`src/afc_pkg.sv`:
```
// Package for the automatic flow control block: register layout, timing constants and carriers.
package afc_pkg;

  // Register map.
  localparam logic [7:0]  FLOW_CFG_OFFSET = 8'hAC;
  localparam logic [31:0] FLOW_CFG_RESET  = 32'h0000_0000;
  localparam logic [31:0] FLOW_CFG_WMASK  = 32'h00FF_FFFF;

  // Field positions in flow_control_config.
  localparam int HI_MSB    = 23;
  localparam int HI_LSB    = 16;
  localparam int LO_MSB    = 15;
  localparam int LO_LSB    = 8;
  localparam int DUR_MSB   = 7;
  localparam int DUR_LSB   = 4;
  localparam int BIT_MULTI = 3;
  localparam int BIT_BCAST = 2;
  localparam int BIT_OWN   = 1;
  localparam int BIT_ANY   = 0;

  // One threshold unit is 64 bytes, a shift of six.
  localparam int UNIT_BYTES = 64;
  localparam int UNIT_SHIFT = 6;
  localparam int LVL_W      = 14;

  // Jam durations in nanoseconds at 100 Mb/s and the 10 Mb/s extension.
  localparam int CLK_NS       = 25;
  localparam int EXTRA_10M_NS = 2200;
  localparam int DUR_BASE_NS  = 5000;
  localparam int DUR_STEP_NS  = 50000;
  localparam int CNT_W        = 16;

  // Flow control configuration fields.
  typedef struct packed {
    logic [7:0] high_thr;
    logic [7:0] low_thr;
    logic [3:0] jam_dur;
    logic       jam_multi;
    logic       jam_bcast;
    logic       jam_own;
    logic       any_frame;
  } flow_control_config_t;

  // Receive-side frame event from the MAC receiver.
  typedef struct packed {
    logic preamble;
    logic addr_valid;
    logic is_multi;
    logic is_bcast;
    logic is_own;
  } afc_rx_evt_t;

endpackage

```
`src/afc_core.sv`:
```
// Automatic flow control: configuration register, threshold tracking, pause and jam requests.
//
// Summary of operation
// - No pause request and no backpressure are issued while the MAC transmitter is disabled.
// - The high threshold is bits 23:16 in 64-byte units and flow control triggers when the FIFO reaches it.
// - In full duplex reaching the high threshold sends exactly one pause frame using the MAC pause time value.
// - In half duplex after the high threshold every frame matching the enabled criteria is jammed for the set time.
// - The low threshold is bits 15:8 in 64-byte units and a zero-time pause is sent when the FIFO falls below it.
// - The zero-time pause is sent only after a high-threshold pause was sent and while flow control is enabled.
// - The jam duration code sits in bits 7:4, sets the jam length and is unused in full duplex.
// - Bit 3 jams multicast frames once the threshold is reached, in half duplex only.
// - Bit 2 jams broadcast frames once the threshold is reached, in half duplex only.
// - Bit 1 jams frames addressed to this station once the threshold is reached, in half duplex only.
// - All fields reset to zero and bits 31:24 are read-only.
// - Bit 0 acts on any frame, enables full-duplex pause and overrides bits 3:1.
// - With bit 0 in half duplex the jam starts on the next preamble; in full duplex the pause is requested at once.
// - Duration codes map to 5 to 600 us at 100 Mb/s, each 2.2 us longer at 10 Mb/s.
`timescale 1ns/1ps
module afc_core
  import afc_pkg::*;
#(
  parameter int LW = LVL_W
)
(
  // Clock and reset
  input  wire logic              clk_sys_in,
  input  wire logic              rst_b_in,
  input  wire logic              clk_en_in,
  // Register port
  input  wire logic [7:0]        reg_addr_in,
  input  wire logic              reg_wr_in,
  input  wire logic              reg_rd_in,
  input  wire logic [31:0]       reg_wdata_in,
  output logic      [31:0]       reg_rdata_out,
  // MAC status
  input  wire logic              tx_enabled_in,
  input  wire logic              full_duplex_in,
  input  wire logic              speed_10m_in,
  input  wire logic [15:0]       pause_time_value_in,
  // Receive FIFO and receiver
  input  wire logic [LW-1:0]     rx_fifo_level_in,
  input  wire afc_rx_evt_t       rx_evt_in,
  // Requests to the MAC transmitter
  output logic                   pause_req_out,
  output logic      [15:0]       pause_time_out,
  input  wire logic              pause_ack_in,
  output logic                   backpressure_out
);

  typedef enum logic [3:0] {
    ST_IDLE   = 4'h1,
    ST_HI_REQ = 4'h2,
    ST_PAUSED = 4'h4,
    ST_LO_REQ = 4'h8
  } afc_fd_state_t;

  flow_control_config_t        cfg_ff;
  afc_fd_state_t   fd_state_ff;
  afc_fd_state_t   nxt_fd_state;
  logic [CNT_W-1:0] jam_cnt_ff;
  logic [CNT_W-1:0] jam_cycles;
  logic            at_high;
  logic            below_low;
  logic            fc_enabled;
  logic            frame_match;
  logic            jam_start;

  afc_level_cmp #(
    .LW (LW)
  ) u_cmp (
    .level_in      (rx_fifo_level_in),
    .high_thr_in   (cfg_ff.high_thr),
    .low_thr_in    (cfg_ff.low_thr),
    .at_high_out   (at_high),
    .below_low_out (below_low)
  );

  afc_dur_lut u_dur (
    .code_in      (cfg_ff.jam_dur),
    .speed_10m_in (speed_10m_in),
    .cycles_out   (jam_cycles)
  );

  // Configuration register; the upper byte is never stored.
  always_ff @(posedge clk_sys_in)
  begin
    if (!rst_b_in)
      cfg_ff <= flow_control_config_t'(FLOW_CFG_RESET[HI_MSB:0]);
    else if (clk_en_in && reg_wr_in && reg_addr_in == FLOW_CFG_OFFSET)
      cfg_ff <= flow_control_config_t'(reg_wdata_in[HI_MSB:0]);
  end

  always_comb
  begin
    reg_rdata_out = 32'h0000_0000;
    if (reg_rd_in && reg_addr_in == FLOW_CFG_OFFSET)
      reg_rdata_out = {8'h00, cfg_ff};
  end

  assign fc_enabled = cfg_ff.any_frame | cfg_ff.jam_multi | cfg_ff.jam_bcast | cfg_ff.jam_own;

  // Any-frame mode reacts on the preamble and skips the address decode.
  always_comb
  begin
    if (cfg_ff.any_frame)
      frame_match = rx_evt_in.preamble;
    else
      frame_match = rx_evt_in.addr_valid &&
                    ((cfg_ff.jam_multi && rx_evt_in.is_multi) ||
                     (cfg_ff.jam_bcast && rx_evt_in.is_bcast) ||
                     (cfg_ff.jam_own && rx_evt_in.is_own));
  end

  assign jam_start = !full_duplex_in && tx_enabled_in && at_high && frame_match;

  // Half-duplex jam timer; a new match restarts the full period.
  always_ff @(posedge clk_sys_in)
  begin
    if (!rst_b_in)
      jam_cnt_ff <= '0;
    else if (clk_en_in)
    begin
      if (!tx_enabled_in || full_duplex_in)
        jam_cnt_ff <= '0;
      else if (jam_start)
        jam_cnt_ff <= jam_cycles;
      else if (jam_cnt_ff != '0)
        jam_cnt_ff <= jam_cnt_ff - CNT_W'(1);
    end
  end

  assign backpressure_out = (jam_cnt_ff != '0) && tx_enabled_in && !full_duplex_in;

  // Full-duplex pause sequencing: one pause at the high level, one zero pause below the low level.
  always_comb
  begin
    nxt_fd_state = fd_state_ff;
    case (fd_state_ff)
      ST_IDLE:
        if (full_duplex_in && cfg_ff.any_frame && tx_enabled_in && at_high)
          nxt_fd_state = ST_HI_REQ;
      ST_HI_REQ:
        if (!tx_enabled_in)
          nxt_fd_state = ST_IDLE;
        else if (pause_ack_in)
          nxt_fd_state = ST_PAUSED;
      ST_PAUSED:
        if (!fc_enabled)
          nxt_fd_state = ST_IDLE;
        else if (below_low && tx_enabled_in)
          nxt_fd_state = ST_LO_REQ;
      ST_LO_REQ:
        if (!tx_enabled_in || !fc_enabled)
          nxt_fd_state = ST_IDLE;
        else if (pause_ack_in)
          nxt_fd_state = ST_IDLE;
      default:
        nxt_fd_state = ST_IDLE;
    endcase
  end

  always_ff @(posedge clk_sys_in)
  begin
    if (!rst_b_in)
      fd_state_ff <= ST_IDLE;
    else if (clk_en_in)
      fd_state_ff <= nxt_fd_state;
  end

  // The pause time is latched when a request is raised so it stays stable while pending.
  always_ff @(posedge clk_sys_in)
  begin
    if (!rst_b_in)
      pause_time_out <= 16'h0000;
    else if (clk_en_in && fd_state_ff == ST_IDLE && nxt_fd_state == ST_HI_REQ)
      pause_time_out <= pause_time_value_in;
    else if (clk_en_in && fd_state_ff == ST_PAUSED && nxt_fd_state == ST_LO_REQ)
      pause_time_out <= 16'h0000;
  end

  assign pause_req_out = tx_enabled_in && (fd_state_ff == ST_HI_REQ || fd_state_ff == ST_LO_REQ);

  // Assertions.
  no_req_txoff_a : assert property (@(posedge clk_sys_in) disable iff (!rst_b_in)
    !tx_enabled_in |-> !pause_req_out && !backpressure_out)
    else $error("request while transmitter disabled");

  hi_req_time_a : assert property (@(posedge clk_sys_in) disable iff (!rst_b_in)
    (clk_en_in && fd_state_ff == ST_IDLE && nxt_fd_state == ST_HI_REQ)
      |=> pause_time_out == $past(pause_time_value_in) && fd_state_ff == ST_HI_REQ)
    else $error("high pause time wrong");

  jam_load_a : assert property (@(posedge clk_sys_in) disable iff (!rst_b_in)
    (clk_en_in && jam_start) |=> jam_cnt_ff == $past(jam_cycles))
    else $error("jam period not loaded");

  zero_pause_a : assert property (@(posedge clk_sys_in) disable iff (!rst_b_in)
    (fd_state_ff == ST_LO_REQ) |-> pause_time_out == 16'h0000)
    else $error("low pause time not zero");

  lo_after_hi_a : assert property (@(posedge clk_sys_in) disable iff (!rst_b_in)
    (fd_state_ff != ST_LO_REQ) ##1 (fd_state_ff == ST_LO_REQ) |-> $past(fd_state_ff) == ST_PAUSED)
    else $error("zero pause without prior pause");

  fd_no_jam_a : assert property (@(posedge clk_sys_in) disable iff (!rst_b_in)
    full_duplex_in |-> !backpressure_out)
    else $error("backpressure in full duplex");

  cfg_reset_a : assert property (@(posedge clk_sys_in)
    !rst_b_in |=> cfg_ff == flow_control_config_t'(FLOW_CFG_RESET[HI_MSB:0]))
    else $error("config not cleared by reset");

  upper_ro_a : assert property (@(posedge clk_sys_in) disable iff (!rst_b_in)
    reg_rdata_out[31:24] == 8'h00)
    else $error("reserved byte not zero");

  jam_count_a : assert property (@(posedge clk_sys_in) disable iff (!rst_b_in)
    (clk_en_in && jam_cnt_ff > CNT_W'(1) && !jam_start && tx_enabled_in && !full_duplex_in)
      |=> jam_cnt_ff == $past(jam_cnt_ff) - CNT_W'(1))
    else $error("jam timer not counting down");

  cfg_write_a : assert property (@(posedge clk_sys_in) disable iff (!rst_b_in)
    (clk_en_in && reg_wr_in && reg_addr_in == FLOW_CFG_OFFSET)
      |=> {8'h00, cfg_ff} == ($past(reg_wdata_in) & FLOW_CFG_WMASK))
    else $error("config write not stored");

  cfg_freeze_a : assert property (@(posedge clk_sys_in) disable iff (!rst_b_in)
    !clk_en_in |=> $stable(cfg_ff))
    else $error("config changed while clock enable low");

  rd_other_a : assert property (@(posedge clk_sys_in) disable iff (!rst_b_in)
    (reg_rd_in && reg_addr_in != FLOW_CFG_OFFSET) |-> reg_rdata_out == 32'h0000_0000)
    else $error("read of other offset not zero");

  rd_cfg_a : assert property (@(posedge clk_sys_in) disable iff (!rst_b_in)
    (reg_rd_in && reg_addr_in == FLOW_CFG_OFFSET) |-> reg_rdata_out[HI_MSB:0] == cfg_ff)
    else $error("config read wrong");

  one_pause_a : assert property (@(posedge clk_sys_in) disable iff (!rst_b_in)
    (fd_state_ff == ST_PAUSED) |=> fd_state_ff != ST_HI_REQ)
    else $error("second pause at high level");

  hi_ack_a : assert property (@(posedge clk_sys_in) disable iff (!rst_b_in)
    (clk_en_in && fd_state_ff == ST_HI_REQ && tx_enabled_in && pause_ack_in) |=> fd_state_ff == ST_PAUSED)
    else $error("accepted pause not retired");

  hi_hold_a : assert property (@(posedge clk_sys_in) disable iff (!rst_b_in)
    (fd_state_ff == ST_HI_REQ) ##1 (fd_state_ff == ST_HI_REQ) |-> $stable(pause_time_out))
    else $error("pause time moved while pending");

  hd_no_pause_a : assert property (@(posedge clk_sys_in) disable iff (!rst_b_in)
    (fd_state_ff == ST_IDLE && !full_duplex_in) |=> fd_state_ff == ST_IDLE)
    else $error("pause raised in half duplex");

  idle_quiet_a : assert property (@(posedge clk_sys_in) disable iff (!rst_b_in)
    (clk_en_in && jam_cnt_ff == '0 && !jam_start) |=> jam_cnt_ff == '0)
    else $error("jam without matching frame");

  lo_wait_a : assert property (@(posedge clk_sys_in) disable iff (!rst_b_in)
    (fd_state_ff == ST_PAUSED && !below_low) |=> fd_state_ff != ST_LO_REQ)
    else $error("zero pause above low level");

  lo_enable_a : assert property (@(posedge clk_sys_in) disable iff (!rst_b_in)
    (clk_en_in && fd_state_ff == ST_PAUSED && !fc_enabled) |=> fd_state_ff == ST_IDLE)
    else $error("zero pause kept while disabled");

  jam_end_a : assert property (@(posedge clk_sys_in) disable iff (!rst_b_in)
    (clk_en_in && jam_cnt_ff == CNT_W'(1) && !jam_start) |=> jam_cnt_ff == '0)
    else $error("jam overran its period");

  multi_jam_a : assert property (@(posedge clk_sys_in) disable iff (!rst_b_in)
    (clk_en_in && !full_duplex_in && tx_enabled_in && at_high && !cfg_ff.any_frame &&
     rx_evt_in.addr_valid && cfg_ff.jam_multi && rx_evt_in.is_multi) |=> jam_cnt_ff == $past(jam_cycles))
    else $error("multicast frame not jammed");

  bcast_jam_a : assert property (@(posedge clk_sys_in) disable iff (!rst_b_in)
    (clk_en_in && !full_duplex_in && tx_enabled_in && at_high && !cfg_ff.any_frame &&
     rx_evt_in.addr_valid && cfg_ff.jam_bcast && rx_evt_in.is_bcast) |=> jam_cnt_ff == $past(jam_cycles))
    else $error("broadcast frame not jammed");

  own_jam_a : assert property (@(posedge clk_sys_in) disable iff (!rst_b_in)
    (clk_en_in && !full_duplex_in && tx_enabled_in && at_high && !cfg_ff.any_frame &&
     rx_evt_in.addr_valid && cfg_ff.jam_own && rx_evt_in.is_own) |=> jam_cnt_ff == $past(jam_cycles))
    else $error("own-address frame not jammed");

  any_jam_a : assert property (@(posedge clk_sys_in) disable iff (!rst_b_in)
    (clk_en_in && !full_duplex_in && tx_enabled_in && at_high && cfg_ff.any_frame && rx_evt_in.preamble)
      |=> jam_cnt_ff == $past(jam_cycles))
    else $error("preamble not jammed in any-frame mode");

  fd_needs_any_a : assert property (@(posedge clk_sys_in) disable iff (!rst_b_in)
    (fd_state_ff == ST_IDLE && !cfg_ff.any_frame) |=> fd_state_ff == ST_IDLE)
    else $error("pause without any-frame bit");

  fd_at_once_a : assert property (@(posedge clk_sys_in) disable iff (!rst_b_in)
    (clk_en_in && fd_state_ff == ST_IDLE && full_duplex_in && cfg_ff.any_frame && tx_enabled_in && at_high)
      |=> fd_state_ff == ST_HI_REQ)
    else $error("pause not requested at once");

endmodule

```
`src/afc_dur_lut.sv`:
```
// Converts a jam duration code and link speed into a cycle count.
`timescale 1ns/1ps
module afc_dur_lut
  import afc_pkg::*;
(
  // Selection
  input  wire logic [3:0]       code_in,
  input  wire logic             speed_10m_in,
  // Result
  output logic      [CNT_W-1:0] cycles_out
);

  localparam int NS_TAB [16] = '{5000, 10000, 15000, 25000, 50000, 100000, 150000, 200000,
                                 250000, 300000, 350000, 400000, 450000, 500000, 550000, 600000};

  int unsigned ns_total;

  always_comb
  begin
    ns_total = NS_TAB[code_in] + (speed_10m_in ? EXTRA_10M_NS : 0);
    // Round up so the jam never runs short of the programmed time.
    cycles_out = CNT_W'((ns_total + CLK_NS - 1) / CLK_NS);
  end

endmodule

```
`src/afc_level_cmp.sv`:
```
// Compares FIFO occupancy in bytes against thresholds counted in 64-byte units.
`timescale 1ns/1ps
module afc_level_cmp
  import afc_pkg::*;
#(
  parameter int LW = LVL_W
)
(
  // Inputs
  input  wire logic [LW-1:0] level_in,
  input  wire logic [7:0]    high_thr_in,
  input  wire logic [7:0]    low_thr_in,
  // Results
  output logic               at_high_out,
  output logic               below_low_out
);

  logic [LW-1:0] high_bytes;
  logic [LW-1:0] low_bytes;

  always_comb
  begin
    high_bytes    = LW'({high_thr_in, 6'h00});
    low_bytes     = LW'({low_thr_in, 6'h00});
    at_high_out   = (level_in >= high_bytes);
    below_low_out = (level_in < low_bytes);
  end

endmodule

```
`config.mk`:
```
export PLATFORM = sky130hd
export DESIGN_NAME = afc_core
export DESIGN_NICKNAME = d
export VERILOG_FILES = /design/src/afc_pkg.sv /design/src/afc_core.sv /design/src/afc_dur_lut.sv /design/src/afc_level_cmp.sv
export SDC_FILE = /design/constraint.sdc
export NUM_CORES = 1
export LEC_CHECK = 0
export BUFFER_PORTS_ARGS = -buffer_cell sky130_fd_sc_hd__buf_2
export CAP_MARGIN = 20
export CORE_MARGIN = 5
export CORE_UTILIZATION = 40
export DETAILED_ROUTE_END_ITERATION = 12
export SETUP_SLACK_MARGIN = 0.15
export SYNTH_ARGS = -nofsm -noshare
export SYNTH_HDL_FRONTEND = slang
export SYNTH_SLANG_ARGS = --single-unit
```
`constraint.sdc`:
```
create_clock -name clk_sys_in -period 11.7 [get_ports clk_sys_in]
set_input_delay 1.755 -clock clk_sys_in [delete_from_list [all_inputs] [get_ports clk_sys_in]]
set_output_delay 1.755 -clock clk_sys_in [all_outputs]
set_load 0.01 [all_outputs]
```
==> impl_metrics.env, run 1 <==
export IMPL_post_route_min_period_ns=11.60
export IMPL_routed_via_density=5.45
export IMPL_antennaDiodeCount=0
export IMPL_vias=8849
export IMPL_arrival_ns=11.81
export IMPL_rsz0062_at_grt="true"
export IMPL_worstReg2RegEnd="jam_cnt_ff[0]"
export IMPL_routed_wl_mm=24.6
export IMPL_die_y_um=150
export IMPL_nFillCells=1758
export IMPL_min_period_over_period_pct=99.1
export IMPL_clkLatencyLatePin_ns=0.33
export IMPL_max_slew_margin_pct=28.8
export IMPL_finalNetCount=1476
export IMPL_hold_viol=0
export IMPL_ioPinCount=134
export IMPL_coreArea_um2=19300
export IMPL_ys_top_cells_by_count="80 x nand2_1, 67 x nor2_1, 60 x dfxtp_1"
export IMPL_synth_async_reset_ratio_pct=0
export IMPL_synthSimpleGateAreaFrac_pct=27.5
export IMPL_yosys_area_share_adder_pct=6.60
export IMPL_setup_viol_count_final=0
export IMPL_rr_startpoint="cfg_ff[4]"
export IMPL_crit_slowest_cell="or3_4"
export IMPL_cp_max_fo=8
export IMPL_multiInputGateArea_um2=6830
export IMPL_rows=51
export IMPL_syn_inst=1010
export IMPL_clock_sinks=60
export IMPL_syn_to_final_growth_pct=46.3
export IMPL_root_buffer="clkbuf_16"
export IMPL_synth_edff_count=0
export IMPL_htreeDepth=3
export IMPL_grt_total_usage_pct=21.4
export IMPL_antenna_found_initial=1
export IMPL_cts_inserted_buffers=9
export IMPL_muxShareOfSynthArea_pct=7.07
export IMPL_worstSetupStartpointType="input pin"
export IMPL_ys_types=120
export IMPL_grt_pass1_vias=8608
export IMPL_critPathMaxStageDelay_ns=0.45
export IMPL_total_power_uw=1290
export IMPL_drc_errors=0
export IMPL_synth_seq_cells=60
export IMPL_critPathLaunch="speed_10m_in"
export IMPL_dieWidth_um=150
export IMPL_synth_compound_area_share_pct=32.2
export IMPL_status="finished clean"
export IMPL_dieArea_um2=22400
export IMPL_r2r_slack_ns=0.39
export IMPL_seq_area_um2=1200
export IMPL_leakage_uw=0.00467
export IMPL_dr_pass1_iters=5
export IMPL_cts_tree="built"
export IMPL_max_freq_mhz=86.2
export IMPL_p_per_area_nw_per_um2=113
export IMPL_crit_top_cell="buf_4"
export IMPL_ir_drop_uv=112
export IMPL_grt_overflow=0
export IMPL_cp_required_ns=11.91
export IMPL_yosys_warnings=0
export IMPL_syn_area_um2=7810
export IMPL_port_buffers=117
export IMPL_rr_worst_depth=50
export IMPL_timing_hold_ws_ns=0.471
export IMPL_tightest_slew_ns=1.06
export IMPL_synth_flop_cell="dfxtp_1"
export IMPL_maxCapViolations=0
export IMPL_antenna_left=0
export IMPL_grt_pass1_wl_mm=40.7
export IMPL_wl_per_cell_um=15.2
export IMPL_synth_most_common_cell="nand2_1"
export IMPL_end_kind="register"
export IMPL_path_depth=48
export IMPL_layout_drive_gt1_share_pct=41.0
export IMPL_grt_max_degree=61
export IMPL_place_hpwl_mm=19.1
export IMPL_drt_iter0_markers=368
export IMPL_synth_top_area_share_pct=15.4
export IMPL_ctsHoldBuffers=0
export IMPL_critPathKind="in -> reg"
export IMPL_synth_top_family_by_area="compound AO/OA/AOI/OAI gates"
export IMPL_initial_core_util_pct=40.4
export IMPL_globalplace_congestion=0.918
export IMPL_synthXorXnorAreaFrac_pct=5.24
export IMPL_skew_ns=0.00926
export IMPL_yosys_area_top_type="dfxtp_1"
export IMPL_syn_area_per_cell_um2=7.73
export IMPL_cts_buffer_depth=2
export IMPL_ys_seq_area_share_pct=15.4
export IMPL_hold_path_class="reg -> reg"
export IMPL_path_delay_family="compound AO/OA/AOI/OAI gates"
export IMPL_cp_buffers_inverters=7
export IMPL_path_clk_slew_ns=0.05
export IMPL_critPathCapture="jam_cnt_ff[0]"
export IMPL_drv_slew=0
export IMPL_synthTopCellsByArea="dfxtp_1 15%, ha_1 6.1%, mux2i_1 4.5%, nor2b_1 4.2%, nand2_1 3.8%"
area by class of cell:
type | count | area share (%)
timing repair buffer | 375 | 22.6
clock buffer | 9 | 1.97
sequential | 60 | 10.5
inverter | 41 | 1.58
tap | 265 | 2.90
clock inverter | 7 | 0.657
multi-input combinational | 866 | 59.8
power by group:
group	internal [uW]	switching [uW]	leakage, uW
sequential	208	4.06	0.000485
combinational	431	386	0.00404
clock	166	99.1	0.000150
total	804	490	0.00467
routing by layer:
metal | wire length [um] | global-route usage, % | up-vias
met5 | 13 | 0 | -
met4 | 386 | 5.12 | 2
met3 | 1470 | 4.54 | 28
met2 | 11800 | 36.6 | 223
met1 | 10900 | 27.7 | 4113
li1 | - | - | 4483
how the worst min path moves through the flow:
stage	slack [ns]	startpoint	cells past startpoint	endpoint
final	0.47	jam_cnt_ff[1]	2	jam_cnt_ff[1]
after global routing	0.50	jam_cnt_ff[1]	2	jam_cnt_ff[1]
after CTS	0.49	jam_cnt_ff[1]	2	jam_cnt_ff[1]
after detailed placement	0.48	jam_cnt_ff[1]	2	jam_cnt_ff[1]
after global placement	0.47	jam_cnt_ff[1]	2	jam_cnt_ff[1]
after floorplan	0.45	jam_cnt_ff[1]	2	jam_cnt_ff[1]
cell usage in the layout, fill, tap and decap left out, types with 8 or more instances in the layout:
cell	Yosys	layout
xnor2_1	26	23
o21ai_1	6	8
nor3_1	46	41
o211a_1	8	8
inv_1	38	32
nand3_1	34	32
nand2b_1	17	16
buf_2	8	116
nand4_1	14	14
nor4_1	8	8
mux2i_1	35	34
dfxtp_1	60	60
nor2b_1	52	52
ha_1	38	31
nand2_1	80	77
and2_1	28	25
xor2_1	17	17
nor2_1	67	58
a21oi_1	52	46
buf_4	12	251
clkbuf_16	0	9
a21oi_2	4	8
o21ai_0	50	45
a22oi_1	27	24
nor2_2	2	8
conb_1	1	8
o211ai_1	12	12
cell families after synthesis:
logic type | count (synthesis)
muxes | 50
buffers and inverters | 92
and+or+nand+nor | 403
AOI/OAI and AO/OA | 318
DFF | 60
xor gates and xnor gates | 45
adders and majority gates | 41
other | 1
through the flow:
step / setup TNS, ns / instances / setup WS (ns) / area, um2 / utilization [%]
2_1_floorplan: 0 / 1017 / 0.0951 / 8150 / -
3_3_place_gp: -0.736 / 1575 / -0.463 / 10500 / 54.2
3_5_place_dp: -0.821 / 1575 / -0.544 / 10500 / 54.2
4_1_cts: 0 / 1603 / 0.162 / 11000 / 56.7
5_1_grt: -0.384 / 1623 / -0.351 / 11400 / 59.1
6_report: 0 / 1623 / 0.104 / 11400 / 59.1
worst reg2reg max path: cells and delay by family (launching register included):
family	cells	cell delay (ns)
buffers and inverters	7	1.07
multiplexers	2	0.83
XOR/XNOR	2	0.37
AO/OA/AOI/OAI	25	5.43
AND/OR/NAND/NOR	9	2.03
adder cells (fa/ha/maj)	5	1.08
flip-flops	1	0.38
flip-flops by register name, summed over array words and instances (netlist names):
name            count
pause_time_out     16
cfg_ff             24
fd_state_ff         4
jam_cnt_ff         16
timing repair:
action,in CTS,in global routing
gates cloned,1,0
endpoints found under the hold margin,0,0
gates resized for setup,16,65
pin swaps,18,45
buffers inserted,11,20
setup endpoints to repair,2,2
Note: power is estimated with default switching activity, not from simulation.
==> run 2: changes to the inputs <==
Settings changed: SETUP_SLACK_MARGIN 0.15 to 0.5, SKIP_CTS_REPAIR_TIMING from default to 1.
==> run 2 against run 1 <==
Highest routed layer unchanged. Wire length shrank 1.2%. Non-clock buffer count shrank 1. Register-to-register slack gained 0.07 ns. Worst setup slack gained 0.069 ns. Via count is essentially flat. Count of clock-buffer cells in the layout is the same. First-iteration DRC count shrank 2.4%.
==> impl_metrics.env, run 2 (same netlist as run 1, synthesis figures left out) <==
export IMPL_max_slew_margin_pct=28.9
export IMPL_fin_util_pct=59.1
export IMPL_drc_errors=0
export IMPL_skew_ns=0.00881
export IMPL_dr_pass1_iters=5
export IMPL_drt_iter0_markers=359
export IMPL_post_route_min_period_ns=11.53
export IMPL_antenna_left=0
export IMPL_leakage_uw=0.00468
export IMPL_final_cell_mix="248 x buf_4, 116 x buf_2, 77 x nand2_1, 60 x nor2_1, 60 x dfxtp_1"
export IMPL_clkLatencyLatePin_ns=0.33
export IMPL_dieWidth_um=150
export IMPL_finalNetCount=1474
export IMPL_die_y_um=150
export IMPL_globalplace_congestion=0.918
export IMPL_cp_required_ns=11.91
export IMPL_arrival_ns=11.74
export IMPL_grt_pass1_wl_mm=40.1
export IMPL_critPathMaxStageDelay_ns=0.47
export IMPL_top_regs="cfg_ff x24, jam_cnt_ff x16, pause_time_out x16"
export IMPL_largest_reg_flops=24
export IMPL_status="finished clean"
export IMPL_root_buffer="clkbuf_16"
export IMPL_grt_total_usage_pct=21.1
export IMPL_stdcell_area_um2=11400
export IMPL_crit_slowest_cell="a2111oi_4"
export IMPL_place_area_um2=10500
export IMPL_grt_max_degree=61
export IMPL_syn_to_final_growth_pct=46.4
export IMPL_end_kind="register"
export IMPL_layout_drive_gt1_share_pct=41.1
export IMPL_maxCapViolations=0
export IMPL_hold_path_class="reg -> reg"
export IMPL_total_power_uw=1300
export IMPL_tightest_slew_ns=1.06
export IMPL_antenna_found_initial=1
export IMPL_critPathKind="in -> reg"
export IMPL_cts_buffer_depth=2
export IMPL_rows=51
export IMPL_grt_pass1_vias=8418
export IMPL_vias=8846
export IMPL_top_register="cfg_ff"
export IMPL_drv_slew=0
export IMPL_final_common_cell="buf_4"
export IMPL_cts_inserted_buffers=9
export IMPL_max_freq_mhz=86.8
export IMPL_initial_core_util_pct=40.4
export IMPL_timing_hold_ws_ns=0.472
export IMPL_port_buffers=117
export IMPL_clock_sinks=60
export IMPL_setup_viol_count_final=0
export IMPL_htreeDepth=3
export IMPL_cts_tree="built"
export IMPL_worstSetupStartpointType="input pin"
export IMPL_place_hpwl_mm=19.1
export IMPL_routed_via_density=5.46
export IMPL_hold_viol=0
export IMPL_path_clk_slew_ns=0.06
export IMPL_ir_drop_uv=112
export IMPL_dieArea_um2=22400
export IMPL_coreArea_um2=19300
export IMPL_cp_max_fo=6
export IMPL_min_period_over_period_pct=98.5
export IMPL_ioPinCount=134
export IMPL_p_per_area_nw_per_um2=114
export IMPL_wl_per_cell_um=15.0
export IMPL_rsz0062_at_grt="true"
export IMPL_antennaDiodeCount=0
export IMPL_grt_overflow=0
export IMPL_routed_wl_mm=24.3
[run 2: cell type report]
| class | instances | area, um2 |
|---|---|---|
| Clock buffer | 9 | 225 |
| Clock inverter | 7 | 75.1 |
| Fill cell | 1771 | 7910 |
| Inverter | 41 | 180 |
| Multi-Input combinational cell | 865 | 6820 |
| Sequential cell | 60 | 1200 |
| Tap cell | 265 | 332 |
| Timing Repair Buffer | 374 | 2590 |
[run 2: path summary, 6_finish.rpt]
kind	startpoint	to	slack, ns	cells past startpoint
setup / recovery	speed_10m_in	jam_cnt_ff[0]	0.17	46
hold / removal	jam_cnt_ff[1]	jam_cnt_ff[1]	0.47	2
setup reg to reg	cfg_ff[4]	jam_cnt_ff[0]	0.46	48
hold reg to reg	jam_cnt_ff[1]	jam_cnt_ff[1]	0.47	2
[run 2: where the power goes]
group	switching, uW	leakage (uW)	internal, uW	total [uW]
sequential	4.06	0.000485	208	212
clock	99.5	0.000150	166	265
combinational	386	0.00405	436	822
[run 2: stage by stage]
stage / std cells / setup WS [ns] / TNS, ns
floorplan: 1017 / 0.0951 / 0
global placement: 1575 / -0.463 / -0.736
detailed placement: 1575 / -0.544 / -0.821
CTS: 1591 / -0.255 / -0.257
global route: 1621 / -0.383 / -0.437
finish: 1621 / 0.173 / 0
[run 2: worst max-delay path, delay by kind of cell]
kind,cells,cell delay [ns]
compound gates,24,5.65
simple gates,10,2.04
fa+ha+maj,4,0.83
buf+inv,5,0.75
mux,1,0.35
xor+xnor,2,0.34
[run 2: routing by layer]
metal  GRT usage (%)  share of wire [%]  up-vias
met1            27.5                 45     4120
met4            4.39                1.5        2
met5               0              0.053        -
met2            36.0                 48      218
li1                -                  -     4479
met3            4.48                6.1       27
==> run 3: changes to the inputs <==
Settings changed: BUFFER_PORTS_ARGS -buffer_cell sky130_fd_sc_hd__buf_2 to default, DONT_BUFFER_PORTS from default to 1.
==> run 3 against run 2 <==
Die area unchanged. Flip-flop and latch count unchanged. Wire length up 0.29%. Non-clock buffer count down 118. Hold slack worse by 0.0017 ns. Final cell count down 7.2%.
==> impl_metrics.env, run 3 (same netlist as run 1, synthesis figures left out) <==
export IMPL_status="finished clean"
export IMPL_fin_cells=1504
export IMPL_htreeDepth=3
export IMPL_dieArea_um2=22400
export IMPL_path_clk_slew_ns=0.06
export IMPL_ir_drop_uv=98.2
export IMPL_wl_per_cell_um=16.2
export IMPL_place_hpwl_mm=18.9
export IMPL_largest_reg_flops=24
export IMPL_critPathKind="in -> reg"
export IMPL_grt_overflow=0
export IMPL_skew_ns=0.00736
export IMPL_end_kind="register"
export IMPL_clkLatencyLatePin_ns=0.33
export IMPL_dp_cells=1453
export IMPL_drv_slew=0
export IMPL_rows=51
export IMPL_port_buffers=0
export IMPL_syn_to_final_growth_pct=39.6
export IMPL_max_slew_margin_pct=30.0
export IMPL_coreArea_um2=19300
export IMPL_final_common_cell="buf_4"
export IMPL_vias=8547
export IMPL_cts_inserted_buffers=9
export IMPL_critPathMaxStageDelay_ns=0.53
export IMPL_leakage_uw=0.00418
export IMPL_initial_core_util_pct=40.4
export IMPL_final_cell_mix="247 x buf_4, 76 x nand2_1, 60 x dfxtp_1, 59 x nor2_1, 52 x nor2b_1"
export IMPL_grt_pass1_vias=8084
export IMPL_hold_viol=0
export IMPL_dieWidth_um=150
export IMPL_ioPinCount=134
export IMPL_maxCapViolations=0
export IMPL_routed_wl_mm=24.4
export IMPL_p_per_area_nw_per_um2=115
export IMPL_top_register="cfg_ff"
export IMPL_finalNetCount=1357
export IMPL_crit_top_cell="buf_4"
export IMPL_max_freq_mhz=87.9
export IMPL_globalplace_congestion=0.885
export IMPL_arrival_ns=11.59
export IMPL_fin_util_pct=56.4
export IMPL_grt_max_degree=61
export IMPL_grt_total_usage_pct=20.7
export IMPL_antennaDiodeCount=0
export IMPL_tightest_slew_ns=1.04
export IMPL_crit_slowest_cell="or4_4"
export IMPL_cts_buffer_depth=2
export IMPL_top_regs="cfg_ff x24, jam_cnt_ff x16, pause_time_out x16"
export IMPL_rsz0062_at_grt="true"
export IMPL_cts_tree="built"
export IMPL_hold_path_class="reg -> reg"
export IMPL_grt_pass1_wl_mm=39.0
export IMPL_cp_max_fo=8
export IMPL_min_period_over_period_pct=97.2
export IMPL_dr_pass1_iters=5
export IMPL_drc_errors=0
export IMPL_root_buffer="clkbuf_16"
export IMPL_post_route_min_period_ns=11.38
export IMPL_drt_iter0_markers=473
export IMPL_die_y_um=150
export IMPL_clock_sinks=60
export IMPL_cp_required_ns=11.92
export IMPL_antenna_found_initial=0
export IMPL_setup_viol_count_final=0
export IMPL_layout_drive_gt1_share_pct=36.2
export IMPL_antenna_left=0
export IMPL_routed_via_density=5.68
export IMPL_timing_hold_ws_ns=0.470
export IMPL_worstSetupStartpointType="input pin"
-- run 3: cell type report --
| type | instances | area, um2 |
|---|---|---|
| well taps | 265 | 332 |
| flip-flops and latches | 60 | 1200 |
| repair buffers | 256 | 1980 |
| clock buffers | 9 | 225 |
| fillers | 1796 | 8440 |
| inverters | 41 | 180 |
| clock inverters | 7 | 75.1 |
| multi-input cells | 866 | 6900 |
-- run 3: final timing paths --
kind                            cells past startpoint  slack, ns          start             to
worst max-delay path                               48       0.32   speed_10m_in  jam_cnt_ff[0]
worst min-delay path                                2       0.47  jam_cnt_ff[1]  jam_cnt_ff[1]
worst max register to register                     51       0.48      cfg_ff[5]  jam_cnt_ff[0]
worst min register to register                      2       0.47  jam_cnt_ff[1]  jam_cnt_ff[1]
-- run 3: routing by layer --
metal / track usage (%) / vias to the layer above / wire (um) / part of all wire, %
li1: - / 4242 / - / -
met1: 25.6 / 4000 / 10400 / 42
met3: 4.66 / 28 / 1670 / 6.8
met5: 0 / - / 0 / 0
met4: 4.03 / 0 / 319 / 1.3
met2: 37.1 / 277 / 12100 / 49
-- run 3: metrics by stage --
step	TNS, ns	cell area (um2)	setup slack, ns	total power (uW)
6_report	0	10900	0.322	1250
5_1_grt	-0.137	10900	-0.137	1340
4_1_cts	0	10200	0.103	1190
3_5_place_dp	-0.272	9850	-0.208	914
3_3_place_gp	-0.154	9850	-0.142	906
2_1_floorplan	0	8150	0.0951	648
-- run 3: power by group --
part           switching [uW]  internal [uW]
logic                     372            396
clock network             103            166
registers                4.15            208
-- run 3: worst max-delay path, delay by kind of cell --
kind	cells	cell delay (ns)
buffers and inverters	8	1.25
XOR/XNOR	1	0.24
multiplexers	1	0.35
AO/OA/AOI/OAI	22	4.56
AND/OR/NAND/NOR	12	2.61
adder cells (fa/ha/maj)	4	0.81
